<file path="src/core/fptc_pkg.sv">
// shared constants and types for the floating-point trap control block
package fptc_pkg;

  // operation classes presented by the issue pipeline
  typedef enum logic [3:0] {
    FPTC_OP_NONE = 4'h0,
    FPTC_OP_ADD = 4'h1,
    FPTC_OP_SUB = 4'h2,
    FPTC_OP_MUL = 4'h3,
    FPTC_OP_DIV = 4'h4,
    FPTC_OP_MOVE = 4'h5,
    FPTC_OP_BARRIER = 4'h6
  } fptc_op_t;

  // operand class codes
  typedef enum logic [2:0] {
    FPTC_CL_ZERO = 3'h0,
    FPTC_CL_NORMAL = 3'h1,
    FPTC_CL_DENORM = 3'h2,
    FPTC_CL_INF = 3'h3,
    FPTC_CL_QNAN = 3'h4,
    FPTC_CL_SNAN = 3'h5
  } fptc_class_t;

  // trap delivery states, one-hot
  typedef enum logic [3:0] {
    FPTC_ST_IDLE = 4'h1,
    FPTC_ST_FW = 4'h2,
    FPTC_ST_OS = 4'h4,
    FPTC_ST_USER = 4'h8
  } fptc_state_t;

  // trap cause bit positions
  localparam int FPTC_CAUSE_W = 5;
  localparam int FPTC_CAUSE_INVALID = 0;
  localparam int FPTC_CAUSE_NONFIN = 1;
  localparam int FPTC_CAUSE_OVF = 2;
  localparam int FPTC_CAUSE_UNF = 3;
  localparam int FPTC_CAUSE_INEX = 4;

  localparam int FPTC_DATA_W = 64;
  localparam logic [FPTC_DATA_W-1:0] FPTC_POS_ZERO = 64'h0000000000000000;
  localparam logic [FPTC_DATA_W-1:0] FPTC_RESULT_RST = 64'h0000000000000000;
  localparam logic [FPTC_CAUSE_W-1:0] FPTC_CAUSE_RST = 5'h00;
  localparam logic [2:0] FPTC_PEND_RST = 3'h0;
  localparam logic [2:0] FPTC_PEND_MAX = 3'h7;

endpackage : fptc_pkg

</file>
<file path="src/core/fptc_dlv_if.sv">
// trap hand-off between the detector and the delivery sequencer
`timescale 1ns/1ns
interface fptc_dlv_if;
  import fptc_pkg::*;
  logic req;
  logic [FPTC_CAUSE_W-1:0] cause;
  logic busy;
  modport src (output req, output cause, input busy);
  modport dst (input req, input cause, output busy);
endinterface : fptc_dlv_if

</file>
<file path="src/core/fptc_deliver.sv">
// fixed-order trap delivery: firmware, then os handler, then user handler
`timescale 1ns/1ns
module fptc_deliver
  import fptc_pkg::*;
(
  input wire logic core_clk,
  input wire logic rstn,
  fptc_dlv_if.dst dlv,
  input wire logic fw_ack,
  input wire logic os_ack,
  input wire logic user_ack,
  output logic fw_trap,
  output logic os_trap,
  output logic user_trap,
  output logic [FPTC_CAUSE_W-1:0] trap_cause
);
  fptc_state_t state_q;

  // each layer is offered the trap only after the one before acknowledges
  always_ff @(posedge core_clk or negedge rstn) begin
    if (!rstn) begin
      state_q <= FPTC_ST_IDLE;
    end else begin
      unique case (state_q)
        FPTC_ST_IDLE: if (dlv.req) state_q <= FPTC_ST_FW;
        FPTC_ST_FW: if (fw_ack) state_q <= FPTC_ST_OS;
        FPTC_ST_OS: if (os_ack) state_q <= FPTC_ST_USER;
        FPTC_ST_USER: if (user_ack) state_q <= FPTC_ST_IDLE;
        default: state_q <= FPTC_ST_IDLE;
      endcase
    end
  end

  // cause is captured once and held through all three layers
  always_ff @(posedge core_clk or negedge rstn) begin
    if (!rstn) begin
      trap_cause <= FPTC_CAUSE_RST;
    end else if (state_q == FPTC_ST_IDLE && dlv.req) begin
      trap_cause <= dlv.cause;
    end
  end

  assign fw_trap = (state_q == FPTC_ST_FW);
  assign os_trap = (state_q == FPTC_ST_OS);
  assign user_trap = (state_q == FPTC_ST_USER);
  assign dlv.busy = (state_q != FPTC_ST_IDLE);
endmodule : fptc_deliver

</file>
<file path="src/core/fptc_trap_ctrl.sv">
// floating-point exception detection, result override and trap signalling
// Functional notes
// - trap decisions come only from per-instruction qualifier bits, no control register.
// - without software qualifier, any non-finite operand or result traps and halts.
// - underflow with qualifier off writes +0 and takes no trap.
// - underflow with qualifier on writes true zero and traps.
// - software qualifier traps on non-finite cases; destination may be unpredictable.
// - inexact traps only when the inexact qualifier is present.
// - branch, load, store, copy-sign and conditional move never raise exceptions.
// - add/sub trap on denormal, infinite, NaN operands or opposite infinities summed.
// - add/sub always trap on exponent overflow.
// - multiply traps on denormal, infinite, NaN operands or zero times infinity.
// - multiply traps on overflow; underflow and inexact handled as for add.
// - divide traps on denormal, infinite, NaN operands, 0/0 or inf/inf.
// - negative-zero operands and results follow IEEE sign rules.
// - traps go to firmware, then os handler, then user handler, in order.
// - optionally, every disabled underflow may also trap to firmware.
`timescale 1ns/1ns
module fptc_trap_ctrl
  import fptc_pkg::*;
#(
  parameter bit UNF_ALWAYS_TRAP = 1'b0
)(
  input wire logic core_clk,
  input wire logic rstn,
  input wire logic issue_valid,
  output logic issue_ready,
  input wire fptc_op_t issue_op,
  input wire logic qual_sw,
  input wire logic qual_unf,
  input wire logic qual_inex,
  input wire fptc_class_t opa_class,
  input wire fptc_class_t opb_class,
  input wire logic opa_sign,
  input wire logic opb_sign,
  input wire logic res_overflow,
  input wire logic res_underflow,
  input wire logic res_inexact,
  input wire logic res_sign,
  input wire logic [FPTC_DATA_W-1:0] res_value,
  output logic wb_valid,
  output logic [FPTC_DATA_W-1:0] wb_value,
  output logic wb_unpredictable,
  output logic halt,
  input wire logic fw_ack,
  input wire logic os_ack,
  input wire logic user_ack,
  output logic fw_trap,
  output logic os_trap,
  output logic user_trap,
  output logic [FPTC_CAUSE_W-1:0] trap_cause
);
  fptc_dlv_if dlv ();
  logic is_arith;
  logic nonfin_in;
  logic invalid_in;
  logic unf_trap;
  logic [FPTC_CAUSE_W-1:0] cause_d;
  logic trap_d;
  logic take;
  logic [2:0] pend_q;
  logic barrier_hold;

  // true for the operand classes the hardware refuses to compute with
  function automatic logic nonfinite(input fptc_class_t c);
    nonfinite = (c == FPTC_CL_DENORM) || (c == FPTC_CL_INF) ||
                (c == FPTC_CL_QNAN) || (c == FPTC_CL_SNAN);
  endfunction : nonfinite

  function automatic logic is_zero(input fptc_class_t c);
    is_zero = (c == FPTC_CL_ZERO);
  endfunction : is_zero

  function automatic logic is_inf(input fptc_class_t c);
    is_inf = (c == FPTC_CL_INF);
  endfunction : is_inf

  // moves only shuffle bits, so they are kept out of every check below
  assign is_arith = (issue_op == FPTC_OP_ADD) || (issue_op == FPTC_OP_SUB) ||
                    (issue_op == FPTC_OP_MUL) || (issue_op == FPTC_OP_DIV);

  // per-operation input checks; they use operand classes and signs alone, no qualifiers
  always_comb begin
    nonfin_in = nonfinite(opa_class) || nonfinite(opb_class);
    invalid_in = 1'b0;
    unique case (issue_op)
      FPTC_OP_ADD: invalid_in = is_inf(opa_class) && is_inf(opb_class) &&
                                (opa_sign != opb_sign);
      FPTC_OP_SUB: invalid_in = is_inf(opa_class) && is_inf(opb_class) &&
                                (opa_sign == opb_sign);
      FPTC_OP_MUL: invalid_in = (is_zero(opa_class) && is_inf(opb_class)) ||
                                (is_inf(opa_class) && is_zero(opb_class));
      FPTC_OP_DIV: invalid_in = (is_zero(opa_class) && is_zero(opb_class)) ||
                                (is_inf(opa_class) && is_inf(opb_class));
      default: invalid_in = 1'b0;
    endcase
  end

  // underflow traps only when enabled, or always in the firmware-zero variant
  assign unf_trap = res_underflow && (qual_unf || UNF_ALWAYS_TRAP);

  // cause vector; output conditions are only meaningful with finite inputs
  always_comb begin
    cause_d = FPTC_CAUSE_RST;
    if (is_arith) begin
      cause_d[FPTC_CAUSE_INVALID] = invalid_in;
      cause_d[FPTC_CAUSE_NONFIN] = nonfin_in;
      cause_d[FPTC_CAUSE_OVF] = !nonfin_in && res_overflow;
      cause_d[FPTC_CAUSE_UNF] = !nonfin_in && unf_trap;
      cause_d[FPTC_CAUSE_INEX] = !nonfin_in && res_inexact && qual_inex;
    end
    trap_d = |cause_d;
  end

  // a barrier holds issue while a check is in flight or a trap is in delivery
  assign barrier_hold = (issue_op == FPTC_OP_BARRIER) &&
                        ((pend_q != FPTC_PEND_RST) || dlv.busy);
  // a new trap cannot be accepted until the previous delivery is done; the request
  // register is included so a second trap cannot slip in before the sequencer goes busy
  assign issue_ready = !barrier_hold && !dlv.busy && !dlv.req;
  assign take = issue_valid && issue_ready;

  // arithmetic ops in the final check stage, counted for the barrier
  always_ff @(posedge core_clk or negedge rstn) begin
    if (!rstn) begin
      pend_q <= FPTC_PEND_RST;
    end else if (take && is_arith) begin
      pend_q <= FPTC_PEND_MAX >> 2;
    end else if (pend_q != FPTC_PEND_RST) begin
      pend_q <= pend_q - 3'h1;
    end
  end

  // registered trap request toward the delivery sequencer
  always_ff @(posedge core_clk or negedge rstn) begin
    if (!rstn) begin
      dlv.req <= 1'b0;
      dlv.cause <= FPTC_CAUSE_RST;
    end else begin
      dlv.req <= take && trap_d;
      dlv.cause <= cause_d;
    end
  end

  // halt stands from a non-software non-finite trap until delivery finishes
  always_ff @(posedge core_clk or negedge rstn) begin
    if (!rstn) begin
      halt <= 1'b0;
    end else if (take && is_arith && !qual_sw &&
                 (nonfin_in || invalid_in || res_overflow)) begin
      halt <= 1'b1;
    end else if (!dlv.busy && !dlv.req) begin
      halt <= 1'b0;
    end
  end

  // write-back value: true +0 on underflow, sign rules kept for zero results
  always_ff @(posedge core_clk or negedge rstn) begin
    if (!rstn) begin
      wb_valid <= 1'b0;
      wb_value <= FPTC_RESULT_RST;
      wb_unpredictable <= 1'b0;
    end else begin
      wb_valid <= take && is_arith;
      wb_unpredictable <= take && is_arith && qual_sw &&
                          (nonfin_in || invalid_in || res_overflow);
      if (take && is_arith) begin
        if (res_underflow && !nonfin_in) begin
          wb_value <= FPTC_POS_ZERO;
        end else begin
          // upstream delivers a correctly signed zero, e.g. -0 + -0 = -0
          wb_value <= {res_sign, res_value[FPTC_DATA_W-2:0]};
        end
      end
    end
  end

  fptc_deliver u_deliver (
    .core_clk(core_clk),
    .rstn(rstn),
    .dlv(dlv),
    .fw_ack(fw_ack),
    .os_ack(os_ack),
    .user_ack(user_ack),
    .fw_trap(fw_trap),
    .os_trap(os_trap),
    .user_trap(user_trap),
    .trap_cause(trap_cause)
  );
endmodule : fptc_trap_ctrl

</file>
<file path="config.mk">
export PLATFORM = sky130hd
export DESIGN_NAME = fptc_trap_ctrl
export DESIGN_NICKNAME = d
export VERILOG_FILES = /design/src/core/fptc_pkg.sv /design/src/core/fptc_dlv_if.sv /design/src/core/fptc_deliver.sv /design/src/core/fptc_trap_ctrl.sv
export SDC_FILE = /design/constraint.sdc
export NUM_CORES = 1
export LEC_CHECK = 0
export BUFFER_PORTS_ARGS = -buffer_cell sky130_fd_sc_hd__buf_2
export CORE_MARGIN = 2
export CORE_UTILIZATION = 50
export DETAILED_ROUTE_END_ITERATION = 12
export PLACE_DENSITY_LB_ADDON = 0.08
export RECOVER_POWER = 50
export SLEW_MARGIN = 5
export SYNTH_ARGS = -nofsm -noshare
export SYNTH_HDL_FRONTEND = slang
export SYNTH_SLANG_ARGS = --single-unit
</file>
<file path="constraint.sdc">
create_clock -name core_clk -period 5.1 [get_ports core_clk]
set_clock_uncertainty 0.2 [all_clocks]
set_input_delay 0.765 -clock core_clk [delete_from_list [all_inputs] [get_ports core_clk]]
set_output_delay 0.765 -clock core_clk [all_outputs]
set_load 0.01 [all_outputs]
</file>
# After elaboration in Yosys (flattened, before gate mapping)
# Cells that the tools add are included.
[word_totals]
regBits = 85
input_bits = 89
out_inout_bits = 76
word_cells = 97
[op_classes]
add_sub_neg = 1
n_eq_ne = 24
muxes = 12
reduce_logical = 51
[op_table]
columns = ["cell", "n"]
rows = [
  ["2-to-1 mux 64 bit", 1],
  ["logical AND 1 bit", 24],
  ["2-to-1 mux 4 bit", 4],
  ["one-hot mux 4 bit (4 select lines)", 1],
  ["logical OR 1 bit", 15],
  ["equality test 3 x 2 -> 1 bit (second input constant)", 4],
  ["equality test 3 bit (second input constant)", 4],
  ["equality test 4 x 2 -> 1 bit (second input constant)", 3],
  ["equality test 4 x 3 -> 1 bit (second input constant)", 3],
  ["equality test 4 x 1 -> 1 bit (second input constant)", 2],
  ["!= test 2 bit (second input constant)", 4],
  ["zero test 3 bit", 2],
  ["2-to-1 mux 3 bit", 2],
  ["zero test 1 bit", 5],
  ["2-to-1 mux 5 bit", 1],
  ["OR reduction 5 bit", 1],
  ["equality test 4 bit (second input constant)", 1],
  ["!= test 4 x 1 -> 1 bit (second input constant)", 1],
  ["one-hot mux 1 bit (4 select lines)", 1],
  ["AND reduction 4 bit", 1],
  ["nonzero test 2 bit", 2],
  ["nonzero test 3 bit", 1],
  ["subtractor 3 x 1 -> 3 bit (second input constant)", 1],
  ["2-to-1 mux 1 bit", 2],
  ["2 further kinds", 2],
]

# Depth between registers and ports, before layout
[logic_depth]
ltp_word = 11
ltp_mapped = 9
depth_no_buf = 7

# Cells and area by module
# A second synthesis with hierarchy kept.
[hier_totals]
hier_cells = 384
hier_area_um2 = 3678.5
[modules_own_cells]
columns = ["module", "n_inst", "cells_per_inst", "area_per_inst_um2", "seq_area_each_um2"]
rows = [
  ["fptc_trap_ctrl", 1, 347, 3230.6, 1901.8],
  ["fptc_deliver", 1, 37, 447.9, 226.5],
]

# Worst setup path after synthesis
# Ideal clock, no wire load.
[synth_timing]
kind = "reg2out"
from = "register u_deliver.state_q[0]"
to = "output port issue_ready"
arrival_ps = 1503
required_time_ps = 4135
path_slack_ps = 2632
path_stages_with_launch = 4
n_path_buf = 1
path_cell_list = "dfstp_2 -> clkbuf_1 -> or4b_4 -> nor2_1"
[synth_between]
elab_chain_len = 6
elab_cells_between_ends = 7
cone_classes = "eq/ne: 1; reduce/logical: 6"
[synth_rtl]
columns = ["element", "line", "source"]
rows = [
  ["from (decl)", "fptc_deliver.sv:17", "fptc_state_t state_q;"],
  ["from (signal assigned)", "fptc_deliver.sv:22", "state_q <= FPTC_ST_IDLE;"],
  ["from (signal assigned)", "fptc_deliver.sv:25", "FPTC_ST_IDLE: if (dlv.req) state_q <= FPTC_ST_FW;"],
  ["from (signal assigned)", "fptc_deliver.sv:26", "FPTC_ST_FW: if (fw_ack) state_q <= FPTC_ST_OS;"],
  ["!= test 4 x 1 -> 1 bit *", "fptc_deliver.sv:46", "assign dlv.busy = (state_q != FPTC_ST_IDLE);"],
  ["logical OR 1 bit", "fptc_trap_ctrl.sv:117", "((pend_q != FPTC_PEND_RST) || dlv.busy);"],
  ["logical AND 1 bit", "fptc_trap_ctrl.sv:116", "assign barrier_hold = (issue_op == FPTC_OP_BARRIER) &&"],
  ["zero test 1 bit", "fptc_trap_ctrl.sv:120", "assign issue_ready = !barrier_hold && !dlv.busy && !dlv.req;"],
  ["logical AND 1 bit * (2 in a row)", "fptc_trap_ctrl.sv:120", ""],
  ["to (decl)", "fptc_trap_ctrl.sv:27", "output logic issue_ready,"],
]
# Mark *: on every way between the ends. The rest lies on a longest branch, timed or not.

# Worst setup path in the final report
[layout_timing]
from = "input port issue_op[1]"
to = "register wb_value[23]"
[layout_between]
elab_chain_len = 7
elab_cells_between_ends = 14
cone_classes = "eq/ne: 5; reduce/logical: 9"
[layout_rtl]
columns = ["element", "line", "source"]
rows = [
  ["from (decl)", "fptc_trap_ctrl.sv:28", "input wire fptc_op_t issue_op,"],
  ["equality test 4 x 3 -> 1 bit", "fptc_trap_ctrl.sv:116", ""],
  ["logical AND 1 bit", "fptc_trap_ctrl.sv:116", ""],
  ["zero test 1 bit", "fptc_trap_ctrl.sv:120", ""],
  ["logical AND 1 bit (2 in a row)", "fptc_trap_ctrl.sv:120", ""],
  ["logical AND 1 bit", "fptc_trap_ctrl.sv:121", "assign take = issue_valid && issue_ready;"],
  ["logical AND 1 bit *", "fptc_trap_ctrl.sv:167", "if (take && is_arith) begin"],
  ["to (signal assigned)", "fptc_trap_ctrl.sv:172", "wb_value <= {res_sign, res_value[FPTC_DATA_W-2:0]};"],
  ["to (decl)", "fptc_trap_ctrl.sv:42", "output logic [FPTC_DATA_W-1:0] wb_value,"],
]
# Marked as above.
# A chain may end at the register's enable or synchronous reset.

==> out/qor.csv <==
stage,metric,value,unit
status,run status,"complete, but fails checks",
status,failing checks,"max-capacitance violations, max-slew violations",
finish,Area Overhead vs Synth,27.22,%
global_routing,number of global-route vias before repair,2788,
clock_tree,hold_buf cts,0,
drt,DR vias/cell,4.873,
clock_tree,cts bufs inserted,9,
job,Maximum Capacitance Violations,1,
global_routing,grt ovf,0,
synthesis,mapped cell area,3641,sq um
hold_path,Worst Hold Class,reg2reg,
sta,worst slew pin tran,2.051,ns
synthesis,register area share after synthesis,58.45,%
finish,Finished Core Util,64.90,%
critical_path,crit path DAT,3.25,ns
floorplanning,die area,7981,sq um
critical_path,crit path launch type,input pin,
drt,Initial DRC Count,109,
clock_tree,Post-CTS Resized,0,
placement,Port Buffers,163,
synthesis,"Avg Cell Area, Syn",9.384,sq um
pwr,Cell Pwr Density,422.8,nW/um^2
synthesis,dominant register cell in the synthesized netlist,dfrtp_1,
finish,"most common cell after layout, fill and taps aside",nand2_1,
pwr,VDD IR max,171.0,uV
global_routing,routing usage on met1,24.14,%
finish,most frequent cells in the layout,"nand2_1, buf_2, dfrtp_1, clkbuf_1, o21ai_1",
drt,routed vias,3138,
placement,routability cong.,0.8029,
drt,Avg WL per Cell,12.59,um
clock_tree,Worst-Skew Late Latency,0.34,ns
global_routing,initial antenna violation count,1,
placement,Cells after DPL,627,
global_routing,GR peak layer,met2,
sta,Tmin final,3.261,ns
clock_tree,root buffer cell,clkbuf_8,
sta,Slew Limit Fails,86,
clock_tree,clk sink count,85,
floorplanning,Horiz. Die Dim,89.34,um
sta,fmax,0.3066,GHz
drt,DR DRC count,0,
global_routing,gr usage total,19.65,%
sta,final setup violation count,0,
sta,sum of negative setup slack,0,ns
clock_tree,setup bufs post-CTS,0,
global_routing,grt met2 use,32.46,%
sta,relative slew slack,-36.74,%
synthesis,Netlist cell types,43,
finish,layout cells sized above 1,29.04,%
drt,Initial DRT Pass Iterations,4,
pwr,Static Leak,0.002494,uW
synthesis,Synth warnings,0,
clock_tree,htree depth,3,
finish,fillers,670,
floorplanning,Initial Util,51.02,%
floorplanning,Ports,165,
synthesis,Synth async-reset ratio,100.0,%
sta,RSZ-0062 raised after global routing,false,
clock_tree,deepest clock path buffer count,2,
clock_tree,"Reg clk slew, reported paths",0.07,ns
critical_path,critical-path maximum fanout,69,
critical_path,CP endpoint kind,flop,
global_routing,largest net degree at the start of global routing,86,
synthesis,Post-Syn Instances,388,
critical_path,CP required,5.09,ns
floorplanning,row cnt,31,
finish,nets,630,
global_routing,global-route wire length before repair,12190,um
global_routing,met3 usage,5.540,%
floorplanning,Die Y,89.34,um
sta,hold violation count in the final report,0,
synthesis,count of state elements after synthesis,85,
drt,Routed Antenna Nets,0,
floorplanning,CORE AREA,7137,sq um
synthesis,Post-Syn Nets,479,
clock_tree,CTS tree,yes,
finish,final std cells w/o fill,644,
drt,WL final,8110,um
sta,final period utilization,63.94,%
placement,DP HPWL,5789,um
critical_path,critical path class,in2reg,
synthesis,Post-synth EDFFs,0,
sta,Worst Hold Slack,0.2754,ns
==> final timing paths <==
path	startpoint	end	slack, ns	cells past startpoint
worst min register to register	dlv.cause[1]	u_deliver.trap_cause[1]	0.28	1
min in group asynchronous	rstn	wb_value[36]	0.80	1
worst max-delay path	issue_op[1]	wb_value[23]	1.84	7
worst max register to register	u_deliver.state_q[3]	wb_value[23]	1.92	6
worst min-delay path	dlv.cause[1]	u_deliver.trap_cause[1]	0.28	1
max in group asynchronous	rstn	wb_value[17]	2.69	1
==> cell type report <==
| type | instances | area, sq um | area share (%) |
|---|---|---|---|
| Antenna cell | 1 | 2.502 | 0.05402 |
| Clock buffer | 13 | 158.9 | 3.431 |
| Clock inverter | 3 | 43.79 | 0.9454 |
| Inverter | 4 | 15.01 | 0.3241 |
| Multi-Input combinational cell | 274 | 1371 | 29.61 |
| Sequential cell | 85 | 2128 | 45.95 |
| Tap cell | 99 | 123.9 | 2.674 |
| Timing Repair Buffer | 165 | 788.3 | 17.02 |
==> power by group <==
group | internal [uW] | total (uW) | switching [uW]
clock | 254 | 480 | 226
sequential | 849 | 935 | 86.0
combinational | 219 | 543 | 324
==> cells by family after synthesis <==
| family | count (synthesis) | share of synthesized area (%) |
|---|---|---|
| AO/OA/AOI/OAI | 81 | 12.13 |
| XOR/XNOR | 5 | 1.203 |
| adder cells (fa/ha/maj) | 2 | 0.6872 |
| buffers and inverters | 29 | 3.952 |
| flip-flops | 85 | 58.45 |
| multiplexers | 6 | 1.821 |
| AND/OR/NAND/NOR | 180 | 21.75 |
==> worst max-delay path, cell delays in order <==
cell and delay (ns):
buf_2 0.13, o21a_1 0.19, nor3_1 0.61, nand4bb_4 0.74, buf_4 0.59, nand2_1 0.13, o21ai_0 0.08
==> registers in the layout, summed over array words and instances, names as in the netlist <==
| name | cells |
|---|---|
| dlv.req | 1 |
| dlv.cause | 5 |
| wb_unpredictable | 1 |
| halt | 1 |
| wb_valid | 1 |
| pend_q | 3 |
| u_deliver.trap_cause | 5 |
| wb_value | 64 |
| u_deliver.state_q | 4 |
==> metal layers <==
layer  routed length (um)  up-vias
met4                  126        0
met1                 3571     1436
li1                     -     1584
met3                  696       12
met5                    0        -
met2                 3716      106
==> cell usage after synthesis (all sizes together), types with 2 or more instances <==
cell	count	share of area, %
mux2	5	1.5
dfrtp	84	58
nor4b	2	0.48
o21ai	64	8.8
o22a	2	0.48
buf	13	2.3
ha	2	0.69
nand2b	3	0.52
clkbuf	12	1.2
inv	4	0.41
nor4	2	0.34
and3	6	1.0
a21oi	5	0.69
nand2	135	14
nand3b	2	0.41
xor2	4	0.96
nor3	6	0.82
nor2	14	1.5
a31oi	2	0.34
==> per-stage QoR <==
step	area [sq um]	power [uW]	setup slack, ns
after detailed placement	4472	1522	1.467
after CTS	4674	2002	1.846
after global routing	4629	2097	1.546
final	4632	1958	1.839
after global placement	4472	1492	1.495
after floorplan	3641	1250	2.632
Note: power is estimated with default switching activity, not from simulation.
